### config.mk
export PLATFORM = sky130hd
export DESIGN_NAME = acs_clock_select
export DESIGN_NICKNAME = d
export VERILOG_FILES = /design/src/verilog/acs_pkg.sv /design/src/verilog/acs_glitchless_mux.sv /design/src/verilog/acs_clock_select.sv
export SDC_FILE = /design/constraint.sdc
export NUM_CORES = 1
export LEC_CHECK = 0
export BUFFER_PORTS_ARGS = -buffer_cell sky130_fd_sc_hd__clkbuf_2
export CORE_MARGIN = 4
export CORE_UTILIZATION = 30
export CTS_BUF_LIST = sky130_fd_sc_hd__clkbuf_8
export DETAILED_ROUTE_END_ITERATION = 10
export PLACE_DENSITY = 0.53
export REMOVE_ABC_BUFFERS = 1
export SLEW_MARGIN = 20
export SYNTH_ARGS = -nofsm -noshare
export SYNTH_HDL_FRONTEND = slang
export SYNTH_SLANG_ARGS = --single-unit
### constraint.sdc
create_clock -name core_clk_i -period 2.62 [get_ports core_clk_i]
set_clock_uncertainty 0.15 [all_clocks]
set_input_delay 0.262 -clock core_clk_i [delete_from_list [all_inputs] [get_ports core_clk_i]]
set_output_delay 0.262 -clock core_clk_i [all_outputs]
set_load 0.02 [all_outputs]
### src/verilog/acs_pkg.sv
// Package for the audio clock source selection block: register map, fields and source codes.
package acs_pkg;
	// Register offsets on the control port.
	localparam logic [7:0] ACS_OFS_PLL_PRI = 8'h32;
	localparam logic [7:0] ACS_OFS_SEC = 8'h33;
	localparam logic [7:0] ACS_OFS_NM = 8'h34;
	// Reset values.
	localparam logic [7:0] ACS_RST_PLL_PRI = 8'h00;
	localparam logic [7:0] ACS_RST_SEC = 8'h00;
	localparam logic [7:0] ACS_RST_NM = 8'h10;
	// Field positions (low bit of each field).
	localparam int ACS_POS_PRESCALER = 6;
	localparam int ACS_POS_PRIMARY = 3;
	localparam int ACS_POS_SECONDARY = 4;
	localparam int ACS_POS_DIGITAL_NM = 6;
	localparam int ACS_POS_ANALOG_NM = 4;
	// Writable bit masks; reserved read-only bits read as their reset value.
	localparam logic [7:0] ACS_WMASK_PLL_PRI = 8'hf8;
	localparam logic [7:0] ACS_WMASK_SEC = 8'h70;
	localparam logic [7:0] ACS_WMASK_NM = 8'hff;
	// Index of each candidate source inside the sampled source vector.
	localparam logic [2:0] ACS_SRC_PLL = 3'h0;
	localparam logic [2:0] ACS_SRC_PRIMARY = 3'h1;
	localparam logic [2:0] ACS_SRC_SECONDARY = 3'h2;
	localparam logic [2:0] ACS_SRC_CONTROL = 3'h3;
	localparam logic [2:0] ACS_SRC_OSC = 3'h4;
	localparam logic [2:0] ACS_SRC_DSP = 3'h5;
	localparam logic [2:0] ACS_SRC_LOW_JITTER = 3'h6;
	localparam logic [2:0] ACS_SRC_NONE = 3'h7;
	// Number of clock destinations.
	localparam int ACS_NUM_DEST = 5;
	// Switch states of the glitch-free selector.
	typedef enum logic [1:0] {
		ACS_RUN = 2'b01,
		ACS_PARK = 2'b10
	} acs_state_e;
endpackage

### src/verilog/acs_glitchless_mux.sv
// Glitch-free selector that moves one destination clock from one sampled source to another.
`timescale 1ns/1ps
`default_nettype none
module acs_glitchless_mux
	import acs_pkg::*;
(
	input wire logic core_clk_i,
	input wire logic rst_i,
	input wire logic ce_i,
	input wire logic [7:0] src_i,
	input wire logic [2:0] sel_i,
	output logic clk_o,
	output logic busy_o
);
	acs_state_e state;
	logic [2:0] cur;

	// The old source is followed until it is low, then the output parks low until the
	// new source is low too, so no high or low phase is ever cut short.
	// Leaving waits on the old source alone, not on the output as well: a source that
	// toggles every cycle is never low together with its delayed copy and would never be left.
	always_ff @(posedge core_clk_i) begin
		if (rst_i) begin
			state <= ACS_PARK;
			cur <= ACS_SRC_NONE;
			clk_o <= 1'b0;
		end else if (ce_i) begin
			unique case (state)
				ACS_RUN: begin
					clk_o <= src_i[cur]; // RULE_07
					if (sel_i != cur && !src_i[cur]) begin // RULE_07
						state <= ACS_PARK;
						clk_o <= 1'b0;
					end
				end
				ACS_PARK: begin
					clk_o <= 1'b0; // RULE_07
					if (!src_i[sel_i]) begin
						cur <= sel_i;
						state <= ACS_RUN;
					end
				end
			endcase
		end
	end

	// Busy while a requested source has not yet been taken over.
	assign busy_o = (state == ACS_PARK) || (sel_i != cur);

	property p_park_low;
		@(posedge core_clk_i) disable iff (rst_i)
		$past(state) == ACS_PARK |-> !clk_o;
	endproperty
	a_park_low: assert property (p_park_low) else $error("Output high while parked."); // RULE_07

	property p_switch_clean;
		@(posedge core_clk_i) disable iff (rst_i)
		(cur != $past(cur)) |-> !clk_o && $past(state) == ACS_PARK && !$past(src_i[sel_i]);
	endproperty
	a_switch_clean: assert property (p_switch_clean) // RULE_07
		else $error("Switch on a high level.");

	c_switch: cover property (@(posedge core_clk_i) disable iff (rst_i) cur != $past(cur));
endmodule
`default_nettype wire

### src/verilog/acs_clock_select.sv
// Top of the audio clock source selection block: control registers and five clock selectors.
// Contract
// RULE_01 - Bits 7-6 at 0x32 pick prescaler input: primary, secondary, control, oscillator.
// RULE_02 - Bits 5-3 at 0x32 pick primary divider source; codes 1, 6, 7 reserved.
// RULE_03 - Bits 6-4 at 0x33 pick secondary divider source; codes 2, 6, 7 reserved.
// RULE_04 - Bits 7-6 at 0x34 pick digital N/M input: primary, secondary, control, oscillator.
// RULE_05 - Bits 5-4 at 0x34 pick analog N/M input; reset code is 1.
// RULE_06 - Host writes only reset values into reserved fields.
// RULE_07 - Source changes switch the destination clock without glitches or runt pulses.
`timescale 1ns/1ps
`default_nettype none
module acs_clock_select
	import acs_pkg::*;
(
	input wire logic core_clk_i,
	input wire logic rst_i,
	input wire logic ce_i,
	input wire logic wr_en_i,
	input wire logic rd_en_i,
	input wire logic [7:0] addr_i,
	input wire logic [7:0] wdata_i,
	output logic [7:0] rdata_o,
	input wire logic pll_clk_i,
	input wire logic primary_bitclk_i,
	input wire logic secondary_bitclk_i,
	input wire logic control_port_clock_i,
	input wire logic osc_clk_i,
	input wire logic dsp_clk_i,
	output logic prescaler_input_clock_o,
	output logic primary_divider_clock_o,
	output logic secondary_divider_clock_o,
	output logic digital_nm_clock_o,
	output logic analog_nm_clock_o,
	output logic [4:0] switch_busy_o
);
	logic [7:0] reg_pll_pri;
	logic [7:0] reg_sec;
	logic [7:0] reg_nm;
	logic [7:0] src_vec;
	logic [2:0] req [ACS_NUM_DEST];
	logic [ACS_NUM_DEST-1:0] dest_clk;

	// Four-way choice shared by the prescaler and the digital N/M path.
	function automatic logic [2:0] map_four(input logic [1:0] code);
		unique case (code)
			2'h0: map_four = ACS_SRC_PRIMARY;
			2'h1: map_four = ACS_SRC_SECONDARY;
			2'h2: map_four = ACS_SRC_CONTROL;
			default: map_four = ACS_SRC_OSC;
		endcase
	endfunction

	// Divider source choice; the code that would point a port at itself is reserved.
	function automatic logic [2:0] map_divider(input logic [2:0] code, input logic [2:0] alt);
		unique case (code)
			3'h0: map_divider = ACS_SRC_PLL;
			3'h3: map_divider = ACS_SRC_CONTROL;
			3'h4: map_divider = ACS_SRC_OSC;
			3'h5: map_divider = ACS_SRC_DSP;
			default: map_divider = alt;
		endcase
	endfunction

	// Register writes; read-only reserved bits keep their reset value whatever is written.
	always_ff @(posedge core_clk_i) begin
		if (rst_i) begin
			reg_pll_pri <= ACS_RST_PLL_PRI;
			reg_sec <= ACS_RST_SEC;
			reg_nm <= ACS_RST_NM; // RULE_05
		end else if (ce_i && wr_en_i) begin
			unique case (addr_i)
				ACS_OFS_PLL_PRI: reg_pll_pri <= (wdata_i & ACS_WMASK_PLL_PRI) |
					(ACS_RST_PLL_PRI & ~ACS_WMASK_PLL_PRI); // RULE_06
				ACS_OFS_SEC: reg_sec <= (wdata_i & ACS_WMASK_SEC) |
					(ACS_RST_SEC & ~ACS_WMASK_SEC); // RULE_06
				ACS_OFS_NM: reg_nm <= wdata_i;
				default: ;
			endcase
		end
	end

	// Read data is registered; unmapped offsets read as zero.
	always_ff @(posedge core_clk_i) begin
		if (rst_i) begin
			rdata_o <= 8'h00;
		end else if (ce_i && rd_en_i) begin
			unique case (addr_i)
				ACS_OFS_PLL_PRI: rdata_o <= reg_pll_pri;
				ACS_OFS_SEC: rdata_o <= reg_sec;
				ACS_OFS_NM: rdata_o <= reg_nm;
				default: rdata_o <= 8'h00;
			endcase
		end
	end

	// Candidate sources, sampled as synchronous levels; the low-jitter path is the primary clock.
	assign src_vec = {1'b0, primary_bitclk_i, dsp_clk_i, osc_clk_i, control_port_clock_i,
		secondary_bitclk_i, primary_bitclk_i, pll_clk_i};

	// Requested source per destination; reserved codes park the destination low.
	always_comb begin
		req[0] = map_four(reg_pll_pri[ACS_POS_PRESCALER +: 2]); // RULE_01
		req[1] = (reg_pll_pri[ACS_POS_PRIMARY +: 3] == 3'h2) ? ACS_SRC_SECONDARY :
			map_divider(reg_pll_pri[ACS_POS_PRIMARY +: 3], ACS_SRC_NONE); // RULE_02
		req[2] = (reg_sec[ACS_POS_SECONDARY +: 3] == 3'h1) ? ACS_SRC_PRIMARY :
			map_divider(reg_sec[ACS_POS_SECONDARY +: 3], ACS_SRC_NONE); // RULE_03
		req[3] = map_four(reg_nm[ACS_POS_DIGITAL_NM +: 2]); // RULE_04
		unique case (reg_nm[ACS_POS_ANALOG_NM +: 2]) // RULE_05
			2'h0, 2'h1: req[4] = ACS_SRC_PLL;
			2'h2: req[4] = map_four(reg_nm[ACS_POS_DIGITAL_NM +: 2]);
			default: req[4] = ACS_SRC_LOW_JITTER;
		endcase
	end

	// One glitch-free selector per destination.
	for (genvar d = 0; d < ACS_NUM_DEST; d++) begin : g_dest
		acs_glitchless_mux u_mux (
			.core_clk_i(core_clk_i),
			.rst_i(rst_i),
			.ce_i(ce_i),
			.src_i(src_vec),
			.sel_i(req[d]),
			.clk_o(dest_clk[d]),
			.busy_o(switch_busy_o[d])
		);
	end

	assign prescaler_input_clock_o = dest_clk[0];
	assign primary_divider_clock_o = dest_clk[1];
	assign secondary_divider_clock_o = dest_clk[2];
	assign digital_nm_clock_o = dest_clk[3];
	assign analog_nm_clock_o = dest_clk[4];

	property p_prescaler_code;
		@(posedge core_clk_i) disable iff (rst_i)
		reg_pll_pri[7:6] == 2'h2 |-> req[0] == ACS_SRC_CONTROL;
	endproperty
	a_prescaler_code: assert property (p_prescaler_code) // RULE_01
		else $error("Prescaler map wrong.");

	property p_prescaler_reset;
		@(posedge core_clk_i)
		rst_i |=> req[0] == ACS_SRC_PRIMARY;
	endproperty
	a_prescaler_reset: assert property (p_prescaler_reset) // RULE_01
		else $error("Prescaler reset code wrong.");

	property p_primary_reserved;
		@(posedge core_clk_i) disable iff (rst_i)
		reg_pll_pri[5:3] inside {3'h1, 3'h6, 3'h7} |-> req[1] == ACS_SRC_NONE;
	endproperty
	a_primary_reserved: assert property (p_primary_reserved) // RULE_02
		else $error("Reserved code used.");

	property p_primary_choice;
		@(posedge core_clk_i) disable iff (rst_i)
		reg_pll_pri[5:3] == 3'h2 |-> req[1] == ACS_SRC_SECONDARY;
	endproperty
	a_primary_choice: assert property (p_primary_choice) // RULE_02
		else $error("Primary map wrong.");

	property p_primary_dsp;
		@(posedge core_clk_i) disable iff (rst_i)
		reg_pll_pri[5:3] == 3'h5 |-> req[1] == ACS_SRC_DSP;
	endproperty
	a_primary_dsp: assert property (p_primary_dsp) // RULE_02
		else $error("Primary DSP map wrong.");

	property p_primary_read_only;
		@(posedge core_clk_i) disable iff (rst_i)
		ce_i && wr_en_i && addr_i == ACS_OFS_PLL_PRI |=> reg_pll_pri[2:0] == 3'h0;
	endproperty
	a_primary_read_only: assert property (p_primary_read_only) // RULE_06
		else $error("Read-only bits written.");

	property p_secondary_write;
		@(posedge core_clk_i) disable iff (rst_i)
		ce_i && wr_en_i && addr_i == ACS_OFS_SEC && wdata_i[6:4] == 3'h1
			|=> req[2] == ACS_SRC_PRIMARY && reg_sec[3:0] == 4'h0 && !reg_sec[7];
	endproperty
	a_secondary_write: assert property (p_secondary_write) // RULE_03
		else $error("Secondary map wrong.");

	property p_secondary_reserved;
		@(posedge core_clk_i) disable iff (rst_i)
		reg_sec[6:4] inside {3'h2, 3'h6, 3'h7} |-> req[2] == ACS_SRC_NONE;
	endproperty
	a_secondary_reserved: assert property (p_secondary_reserved) // RULE_03
		else $error("Secondary reserved code used.");

	property p_digital_code;
		@(posedge core_clk_i) disable iff (rst_i)
		reg_nm[7:6] == 2'h1 |-> req[3] == ACS_SRC_SECONDARY;
	endproperty
	a_digital_code: assert property (p_digital_code) // RULE_04
		else $error("Digital N/M map wrong.");

	property p_digital_osc;
		@(posedge core_clk_i) disable iff (rst_i)
		reg_nm[7:6] == 2'h3 |-> req[3] == ACS_SRC_OSC;
	endproperty
	a_digital_osc: assert property (p_digital_osc) // RULE_04
		else $error("Digital N/M oscillator map wrong.");

	property p_analog_reset;
		@(posedge core_clk_i)
		rst_i |=> reg_nm == 8'h10 && req[4] == ACS_SRC_PLL;
	endproperty
	a_analog_reset: assert property (p_analog_reset) // RULE_05
		else $error("Analog reset code wrong.");

	property p_analog_follow;
		@(posedge core_clk_i) disable iff (rst_i)
		reg_nm[5:4] == 2'h2 |-> req[4] == req[3];
	endproperty
	a_analog_follow: assert property (p_analog_follow) // RULE_05
		else $error("Analog follow wrong.");

	property p_analog_low_jitter;
		@(posedge core_clk_i) disable iff (rst_i)
		reg_nm[5:4] == 2'h3 |-> req[4] == ACS_SRC_LOW_JITTER;
	endproperty
	a_analog_low_jitter: assert property (p_analog_low_jitter) // RULE_05
		else $error("Analog low-jitter map wrong.");

	c_write_pri: cover property (@(posedge core_clk_i) ce_i && wr_en_i && addr_i == ACS_OFS_PLL_PRI);
	c_low_jitter: cover property (@(posedge core_clk_i) req[4] == ACS_SRC_LOW_JITTER);
	c_read_nm: cover property (@(posedge core_clk_i) ce_i && rd_en_i && addr_i == ACS_OFS_NM);
endmodule
`default_nettype wire

Yosys cells after proc, flatten, opt, wreduce, memory -nomap -nowiden
Index checks and enable logic that the tools add are counted.
{"block": "op_classes", "magnitude_cmp": 10, "eq_ne": 42, "muxes": 53, "bitwise_logic": 5, "reduce_logical": 36}
{"operator": "< comparator 3 x 4 -> 1 bit, second input constant", "n": 10}
{"operator": "binary-select mux 1 bit (select 3 bit)", "n": 10}
{"operator": "AND reduction 3 bit", "n": 10}
{"operator": "== test 8 x 6 -> 1 bit, second input constant", "n": 3}
{"operator": "one-hot mux 3 bit (4 select lines)", "n": 2}
{"operator": "one-hot mux 8 bit (3 select lines)", "n": 1}
{"operator": "2-to-1 mux 2 bit", "n": 10}
{"operator": "one-hot mux 2 bit (2 select lines)", "n": 5}
{"operator": "one-hot mux 3 bit (3 select lines)", "n": 2}
{"operator": "== test 2 x 1 -> 1 bit, second input constant", "n": 8}
{"operator": "== test 2 bit, second input constant", "n": 8}
{"operator": "2-to-1 mux 1 bit", "n": 15}
{"operator": "inequality test 3 bit", "n": 5}
{"operator": "== test 3 bit, second input constant", "n": 4}
{"operator": "inequality test 2 x 1 -> 1 bit, second input constant", "n": 5}
{"operator": "inequality test 2 bit, second input constant", "n": 5}
{"operator": "one-hot mux 1 bit (2 select lines)", "n": 5}
{"operator": "== test 3 x 2 -> 1 bit, second input constant", "n": 3}
{"operator": "logical AND 1 bit", "n": 7}
{"operator": "zero test 2 bit", "n": 3}
{"operator": "zero test 3 bit", "n": 2}
{"operator": "2-to-1 mux 3 bit", "n": 2}
{"operator": "one-hot mux 3 bit (2 select lines)", "n": 1}
{"operator": "AND reduction 2 bit", "n": 3}
{"operator": "other kinds (5)", "n": 17}
{"block": "totals", "regBits": 54, "input_bits": 27, "elab_cells": 165}

Depth between registers and ports, before layout
Gate-level depths: netlist (run 1).
{"block": "logic_depth", "ltp_word": 7, "depth_mapped": 8, "ltp_nobuf": 7}

By module
Synthesis (run 1) repeated with hierarchy kept, for this count alone.
{"block": "hier_totals", "hier_cells": 430, "area_unflattened_um2": 3776.1}
{"mod": "acs_glitchless_mux", "instances": 5, "cells_per_inst": 57, "area_each_um2": 485.5, "seq_area_each_um2": 120.1}
{"mod": "acs_clock_select", "instances": 1, "cells_per_inst": 145, "area_each_um2": 1348.8, "seq_area_each_um2": 480.5}

Least setup slack after synthesis (run 1)
Ideal clock, no wire load.
{"block": "synth_path", "path_kind": "register to register", "startpoint": "register reg_pll_pri[6]", "endpoint": "register g_dest[0].u_mux.cur[1]", "setup_time_ns": 0.130, "arrival_ns": 2.114, "required_time_ns": 2.340, "slack_ns": 0.227, "stages_incl_launch_ff": 8, "n_path_buf": 0, "period_less_slack_ns": 2.393, "path_cell_list": "dfxtp_1 -> inv_1 -> ha_1 -> nor2_1 -> mux4_2 -> a2111oi_4 -> mux2i_1 -> nand2_1"}
{"block": "synth_via", "elab_chain_len": 6}
{"element": "start: declaration", "line_no": "acs_clock_select.sv:36", "text": "logic [7:0] reg_pll_pri;"}
{"element": "start signal: assignment", "line_no": "acs_clock_select.sv:72", "text": "ACS_OFS_PLL_PRI: reg_pll_pri <= (wdata_i & ACS_WMASK_PLL_PRI) |"}
{"element": "== test 2 bit (tied with other cells)", "line_no": "acs_clock_select.sv:45", "text": "unique case (code)"}
{"element": "one-hot mux 3 bit (3 select lines) *", "line_no": "acs_clock_select.sv:45"}
{"element": "binary-select mux 1 bit (select 3 bit)", "line_no": "acs_glitchless_mux.sv:38", "text": "if (!src_i[sel_i]) begin"}
{"element": "2-to-1 mux 1 bit (not written as such)", "line_no": "acs_glitchless_mux.sv:38"}
{"element": "NOT 1 bit (no line)"}
{"element": "AND reduction 3 bit (no line)"}
{"element": "end signal: assignment", "line_no": "acs_glitchless_mux.sv:39", "text": "cur <= sel_i;"}
{"element": "end: declaration", "line_no": "acs_glitchless_mux.sv:16", "text": "logic [2:0] cur;"}
Every way passes the cells marked *; elsewhere a longest branch is shown, timed or not. The select of a mux whose other input is x is not followed.
A chain may end at the register's enable or synchronous reset.

Worst setup path in the final report (run 1)
{"block": "layout_path", "startpoint": "register reg_nm[6]", "endpoint": "output switch_busy_o[4]"}
{"block": "layout_via", "elab_chain_len": 5}
{"element": "start: declaration", "line_no": "acs_clock_select.sv:38", "text": "logic [7:0] reg_nm;"}
{"element": "start signal: assignment", "line_no": "acs_clock_select.sv:76", "text": "ACS_OFS_NM: reg_nm <= wdata_i;"}
{"element": "== test 2 bit (tied with other cells)"}
{"element": "one-hot mux 3 bit (3 select lines) *"}
{"element": "named net g_dest[3].u_mux.sel_i[1]", "line_no": "acs_glitchless_mux.sv:11", "text": "input wire logic [2:0] sel_i,"}
{"element": "one-hot mux 3 bit (2 select lines) *", "line_no": "acs_clock_select.sv:108", "text": "unique case (reg_nm[ACS_POS_ANALOG_NM +: 2])"}
{"element": "inequality test 3 bit *", "line_no": "acs_glitchless_mux.sv:48", "text": "assign busy_o = (state == ACS_PARK) || (sel_i != cur);"}
{"element": "logical OR 1 bit *", "line_no": "acs_glitchless_mux.sv:48"}
{"element": "end: declaration", "line_no": "acs_clock_select.sv:34", "text": "output logic [4:0] switch_busy_o"}
The timed path passes the listed nets; every way through them passes the cells marked *.

==> results of run 1 <==
## sequential cells by signal (all words and copies together) (netlist names)
name,flops
g_dest.u_mux.clk_o,5
g_dest.u_mux.cur,15
g_dest.u_mux.state,10
rdata_o,8
reg_nm,8
reg_pll_pri,5
reg_sec,3
## cells in the mapped netlist (4+ instances only)
library cell / count
and2_1: 5
mux4_2: 6
xnor2_1: 5
nand3_1: 6
nand2_1: 33
buf_2: 7
nand3b_1: 5
a22oi_1: 5
ha_1: 6
nand2b_1: 15
buf_4: 5
nor2b_1: 4
nor4_1: 4
o211ai_1: 6
dfxtp_1: 54
clkbuf_1: 15
or3_1: 4
mux2i_1: 38
inv_1: 15
o21ai_0: 21
a21oi_1: 19
nor2_1: 46
## metrics by stage
stage                TNS [ns]  instance area, um^2  utilization, %  power (mW)  setup slack [ns]
floorplan                   0                 3230               -        1.06             0.224
global placement            0                 3700            33.8        1.17             0.103
detailed placement          0                 3700            33.8        1.17            0.0418
CTS                         0                 3800            34.7        1.66           0.00492
global route        -0.000290                 3890            35.6        1.73         -0.000290
finish                      0                 3890            35.6        1.64             0.106
## layout make-up
| cell class | count | area (um^2) | share of cell area (%) |
|---|---|---|---|
| Inverter | 15 | 56.3 | 1.45 |
| Tap cell | 140 | 175 | 4.50 |
| Multi-Input combinational cell | 297 | 2130 | 54.9 |
| Clock inverter | 3 | 17.5 | 0.450 |
| Clock buffer | 5 | 68.8 | 1.77 |
| Sequential cell | 54 | 1090 | 28.0 |
| Timing Repair Buffer | 60 | 350 | 9.00 |
## worst min-delay path by stage
stage                    start               endpoint  slack, ns  depth (start not counted)
finish              wdata_i[2]              reg_nm[2]       0.02                          3
global route        wdata_i[0]              reg_nm[0]       0.03                          3
CTS                 wdata_i[2]              reg_nm[2]       0.02                          3
detailed placement  rdata_o[5]             rdata_o[5]       0.30                          2
global placement    rdata_o[5]             rdata_o[5]       0.29                          2
floorplan                rst_i  g_dest[0].u_mux.clk_o       0.18                          1
## cell usage in the layout, fill, tap and decap left out, types with 3 or more instances in the layout
master	n
a211oi_1	3
ha_1	3
o21bai_1	3
nor2b_1	4
mux4_2	6
a22oi_1	5
o21a_1	3
nand2b_1	14
xnor2_1	5
or2_2	3
o21ai_0	21
clkbuf_2	43
dfxtp_1	50
mux2i_1	38
nand3_1	6
buf_4	15
a21o_1	3
nor3_1	3
xor2_1	3
inv_1	14
or3_1	4
a21oi_1	18
nor2_1	45
clkbuf_8	5
dfxtp_2	3
nor4b_1	3
nand3b_1	5
nand2_1	33
nor4_1	4
o211ai_1	6
and2_1	5
## what timing repair did
| item | 4_1_cts | 5_1_grt |
|---|---|---|
| endpoints found under the hold margin | 0 | 0 |
| resized for setup | 5 | 17 |
| pin swaps | 0 | 4 |
| buffers inserted | 0 | 7 |
| endpoints found under the setup margin | 1 | 8 |
## per-layer routing
layer  global-route usage [%]  vias up  part of all wire (%)
met2                     20.8       91                    43
li1                         -     1496                     -
met3                     3.65       10                   7.3
met5                        0        -                     0
met4                     3.25        0                   1.2
met1                     20.0     1425                    49
## cells by family after synthesis
kind of cell | count (synthesis)
xor gates and xnor gates | 8
AOI/OAI and AO/OA | 94
buffers and inverters | 46
adders and majority gates | 6
DFF | 54
muxes | 45
and+or+nand+nor | 144
## power groups by stage
stage | logic, mW | registers [mW] | clock network (mW)
3_5_place_dp | 0.258 | 0.914 | 0
5_1_grt | 0.290 | 0.901 | 0.535
3_3_place_gp | 0.254 | 0.912 | 0
2_1_floorplan | 0.157 | 0.905 | 0
4_1_cts | 0.259 | 0.895 | 0.504
6_report | 0.261 | 0.894 | 0.483
## critical path, stage by stage (launching register included)
cell      delay [ns]
dfxtp_2         0.37
inv_2           0.06
ha_4            0.29
buf_6           0.11
or4bb_1         0.40
a21oi_2         0.15
o311ai_2        0.12
nand2b_4        0.16
buf_6           0.12
==> impl_metrics.env, run 1 <==
export IMPL_antenna_left=0
export IMPL_place_congestion=0.802
export IMPL_tightest_slew_ns=0.652
export IMPL_wl_per_cell_um=15.6
export IMPL_synth_xor_area_share_pct=2.07
export IMPL_startpoint="reg_nm[6]"
export IMPL_final_cells=574
export IMPL_cp_arrival_ns=2.10
export IMPL_internal_power_mw=1.16
export IMPL_status="finished clean"
export IMPL_synth_cells=397
export IMPL_areaGrowthSynthToFinish_pct=14.7
export IMPL_drt_iter0_drc=164
export IMPL_synth_area_leader_cell="dfxtp_1"
export IMPL_path_max_fanout=6
export IMPL_worstReg2RegStart="reg_pll_pri[7]"
export IMPL_drt_total_wl_um=8960
export IMPL_placed_cells=559
export IMPL_grt_pass1_wl_um=14600
export IMPL_die_area_um2=13100
export IMPL_dr_pass1_iters=4
export IMPL_ys_ff_latch=54
export IMPL_core_area_um2=10900
export IMPL_r2r_end="g_dest[0].u_mux.cur[2]"
export IMPL_r2r_slack_ns=0.22
export IMPL_netlist_top_cells_area="dfxtp_1, mux2i_1, nor2_1"
export IMPL_fmaxAchievable_mhz=398
export IMPL_report_final_hold_viol_count=0
export IMPL_cts_tree="yes"
export IMPL_holdBufCountCts=0
export IMPL_synth_top_family_by_area="simple AND/OR/NAND/NOR gates"
export IMPL_pwr_share_seq_pct=54.6
export IMPL_drc=0
export IMPL_p_leak_nw=1.47
export IMPL_synth_compound_area_share_pct=19.9
export IMPL_synth_flop_cell="dfxtp_1"
export IMPL_clk_latency_ns=0.32
export IMPL_grt_overflow_total=0
export IMPL_whs_ns=0.0223
export IMPL_grt_max_degree=19
export IMPL_clkPwrFrac_pct=29.5
export IMPL_clockBufferDepth=2
export IMPL_slew_headroom_pct=56.0
export IMPL_start_util_pct=31.0
export IMPL_synth_area_mux_share_pct=15.5
export IMPL_r2r_cells=8
export IMPL_synth_edff_count=0
export IMPL_ys_seq_area_share_pct=31.9
export IMPL_switching_share_pct=29.4
export IMPL_antenna_found_initial=0
export IMPL_viasPerCell=5.26
export IMPL_htreeDepth=2
export IMPL_synth_simple_area_share_pct=22.1
export IMPL_ir_worst_vdd_mv=0.215
export IMPL_die_height_um=114
export IMPL_power_switching_mw=0.482
export IMPL_final_nets=466
export IMPL_min_period_ns=2.51
export IMPL_grt_pass1_vias=2820
export IMPL_end_kind="primary output"
export IMPL_slew_violations=0
export IMPL_worstSetupPathType="reg -> out"
export IMPL_synthAdderAreaFrac_pct=2.21
export IMPL_critPathCapture="switch_busy_o[4]"
export IMPL_cts_sinks=54
export IMPL_final_layout_size_suffix_gt1_share_pct=23.5
export IMPL_ys_async_sr_fraction_pct=0
export IMPL_yosys_warnings=0
export IMPL_syn_mean_instance_area_um2=8.54
export IMPL_crit_required_ns=2.21
export IMPL_nFillCells=1189
export IMPL_comb_power_share_pct=15.9
export IMPL_hold_path_class="in -> reg"
export IMPL_grt_usage_pct=13.9
export IMPL_num_rows=38
export IMPL_numCtsBuffers=5
export IMPL_num_antenna_cells=0
export IMPL_die_w_um=114
export IMPL_power_density_nw_per_um2=421
export IMPL_cts_root_buf="clkbuf_8"
export IMPL_portBuffers=44
export IMPL_startpoint_type="flip-flop"
export IMPL_vias=3022
export IMPL_ys_types=62
export IMPL_place_hpwl_um=6610
export IMPL_syn_cell_area_um2=3390
export IMPL_drv_max_cap_violation_count=0
export IMPL_ioPinCount=45
export IMPL_finalCritPeriodShare_pct=95.9
export IMPL_setup_viol=0
export IMPL_synth_top_area_share_pct=31.9
export IMPL_path_clk_slew_ns=0.11
No activity file was read; power rests on OpenSTA's default activity.
==> inputs of run 2 (changes only) <==
Settings changed: RECOVER_POWER from default to 100.
Clock period 2.62 ns to 2.8 ns, I/O delays scaled along.
==> impl_metrics.env, run 2 (synthesized netlist as in run 1, its figures left out) <==
export IMPL_top_regs="g_dest.u_mux.cur: 15 flops, g_dest.u_mux.state: 10 flops"
export IMPL_portBuffers=44
export IMPL_grt_max_degree=23
export IMPL_end_kind="primary output"
export IMPL_ff_latch_area_um2=1080
export IMPL_nFillCells=1218
export IMPL_setup_viol=0
export IMPL_startpoint_type="flip-flop"
export IMPL_final_cell_mix="dfxtp_1, nor2_1, mux2i_1, nand2_1, clkbuf_2"
export IMPL_htreeDepth=2
export IMPL_path_max_fanout=11
export IMPL_fmaxAchievable_mhz=384
export IMPL_clockBufferDepth=2
export IMPL_grt_usage_pct=13.7
export IMPL_status="finished clean"
export IMPL_crit_path_max_incr_delay_ns=0.41
export IMPL_place_hpwl_um=6330
export IMPL_clk_latency_ns=0.31
export IMPL_drt_total_wl_um=8810
export IMPL_numCtsBuffers=5
export IMPL_final_common_cell="dfxtp_1"
export IMPL_tightest_slew_ns=0.946
export IMPL_ir_worst_vdd_mv=0.221
export IMPL_p_leak_nw=1.34
export IMPL_grt_overflow_total=0
export IMPL_drc=0
export IMPL_vias=2973
export IMPL_r2r_cells=8
export IMPL_cp_arrival_ns=2.17
export IMPL_worstSetupPathType="reg -> out"
export IMPL_slew_headroom_pct=36.7
export IMPL_cts_root_buf="clkbuf_8"
export IMPL_power_density_nw_per_um2=428
export IMPL_cp_cell_sequence="inv_1 -> ha_4 -> or4bb_1 -> a21oi_1 -> o311ai_0 -> nand2b_1 -> clkbuf_2"
export IMPL_core_area_um2=10900
export IMPL_num_antenna_cells=0
export IMPL_worst_path_max_delay_cell="or4bb_1"
export IMPL_finalCritPeriodShare_pct=92.9
export IMPL_num_rows=38
export IMPL_crit_required_ns=2.37
export IMPL_ioPinCount=45
export IMPL_wl_per_cell_um=15.6
export IMPL_holdPathStages=3
export IMPL_final_nets=456
export IMPL_areaGrowthSynthToFinish_pct=10.6
export IMPL_multi_input_area_um2=2090
export IMPL_die_area_um2=13100
export IMPL_dr_pass1_iters=4
export IMPL_hold_path_class="in -> reg"
export IMPL_cts_tree="yes"
export IMPL_min_period_ns=2.60
export IMPL_die_w_um=114
export IMPL_setup_tns_ns=0
export IMPL_antenna_found_initial=0
export IMPL_total_power_mw=1.61
export IMPL_drv_max_cap_violation_count=0
export IMPL_drt_iter0_drc=186
export IMPL_die_height_um=114
export IMPL_cts_sinks=54
export IMPL_largest_register="g_dest.u_mux.cur"
export IMPL_antenna_left=0
export IMPL_path_clk_slew_ns=0.10
export IMPL_start_util_pct=31.0
export IMPL_rsz0062_at_grt="no"
export IMPL_grt_pass1_vias=2764
export IMPL_largest_register_ffs=15
export IMPL_grt_pass1_wl_um=14500
export IMPL_report_final_hold_viol_count=0
export IMPL_viasPerCell=5.27
export IMPL_place_congestion=0.791
export IMPL_slew_violations=0
export IMPL_final_layout_size_suffix_gt1_share_pct=14.4
==> run 2: changes by cell type in the layout (fill, tap and decap cells not counted), sizes merged <==
cell | before | now
clkinv | 2 | 0
clkinvlp | 0 | 1
bufinv | 0 | 1
buf | 17 | 5
clkbuf | 48 | 50
==> run 2: per-stage QoR <==
| stage | hold WS (ns) | area (um^2) | setup WS, ns | utilization, % | std cells |
|---|---|---|---|---|---|
| 6_report | 0.0483 | 3750 | 0.198 | 34.3 | 564 |
| 5_1_grt | 0.0212 | 3750 | 0.0276 | 34.3 | 564 |
| 4_1_cts | 0.0330 | 3780 | 0.0426 | 34.6 | 563 |
| 3_5_place_dp | 0.307 | 3670 | 0.196 | 33.5 | 555 |
| 3_3_place_gp | 0.293 | 3670 | 0.255 | 33.5 | 555 |
| 2_1_floorplan | 0.199 | 3230 | 0.404 | - | 366 |
==> run 2: cell type report <==
cell class,instances,share of cell area [%]
Clock buffer,5,1.83
Multi-Input combinational cell,297,55.6
Inverter,15,1.50
Tap cell,140,4.67
Clock inverter,3,1.10
Timing Repair Buffer,50,6.40
Sequential cell,54,28.9
==> run 2: power breakdown <==
part / internal, mW / switching (mW)
sequential: 0.798 / 0.0382
combinational: 0.106 / 0.130
clock: 0.264 / 0.271
total: 1.17 / 0.439
==> run 2: worst paths after layout <==
check                        startpoint                     end  slack, ns
hold reg to reg   g_dest[2].u_mux.clk_o   g_dest[2].u_mux.clk_o       0.32
setup / recovery              reg_nm[6]        switch_busy_o[4]       0.20
hold / removal               wdata_i[0]               reg_nm[0]       0.05
setup reg to reg         reg_pll_pri[6]  g_dest[0].u_mux.cur[2]       0.30
==> run 2: per-layer routing <==
layer / vias to the layer above / routed length [um] / GRT usage [%]
li1: 1474 / - / -
met1: 1420 / 4290 / 19.5
met2: 72 / 3880 / 20.6
met3: 7 / 555 / 3.59
met4: 0 / 87 / 3.09
met5: - / 0 / 0
==> run 2: what timing repair did <==
item | 4_1_cts | 5_1_grt
pin swaps | 0 | 1
hold buffers | 0 | 0
buffers inserted | 0 | 1
gates resized for setup | 1 | 4
endpoints found under the setup margin | 1 | 5
==> run 2: worst max-delay path: cells and delay by family (launching register included) <==
kind	cells	cell delay (ns)
adder cells (fa/ha/maj)	1	0.34
AND/OR/NAND/NOR	2	0.60
buffers and inverters	2	0.24
flip-flops	1	0.37
AO/OA/AOI/OAI	2	0.31
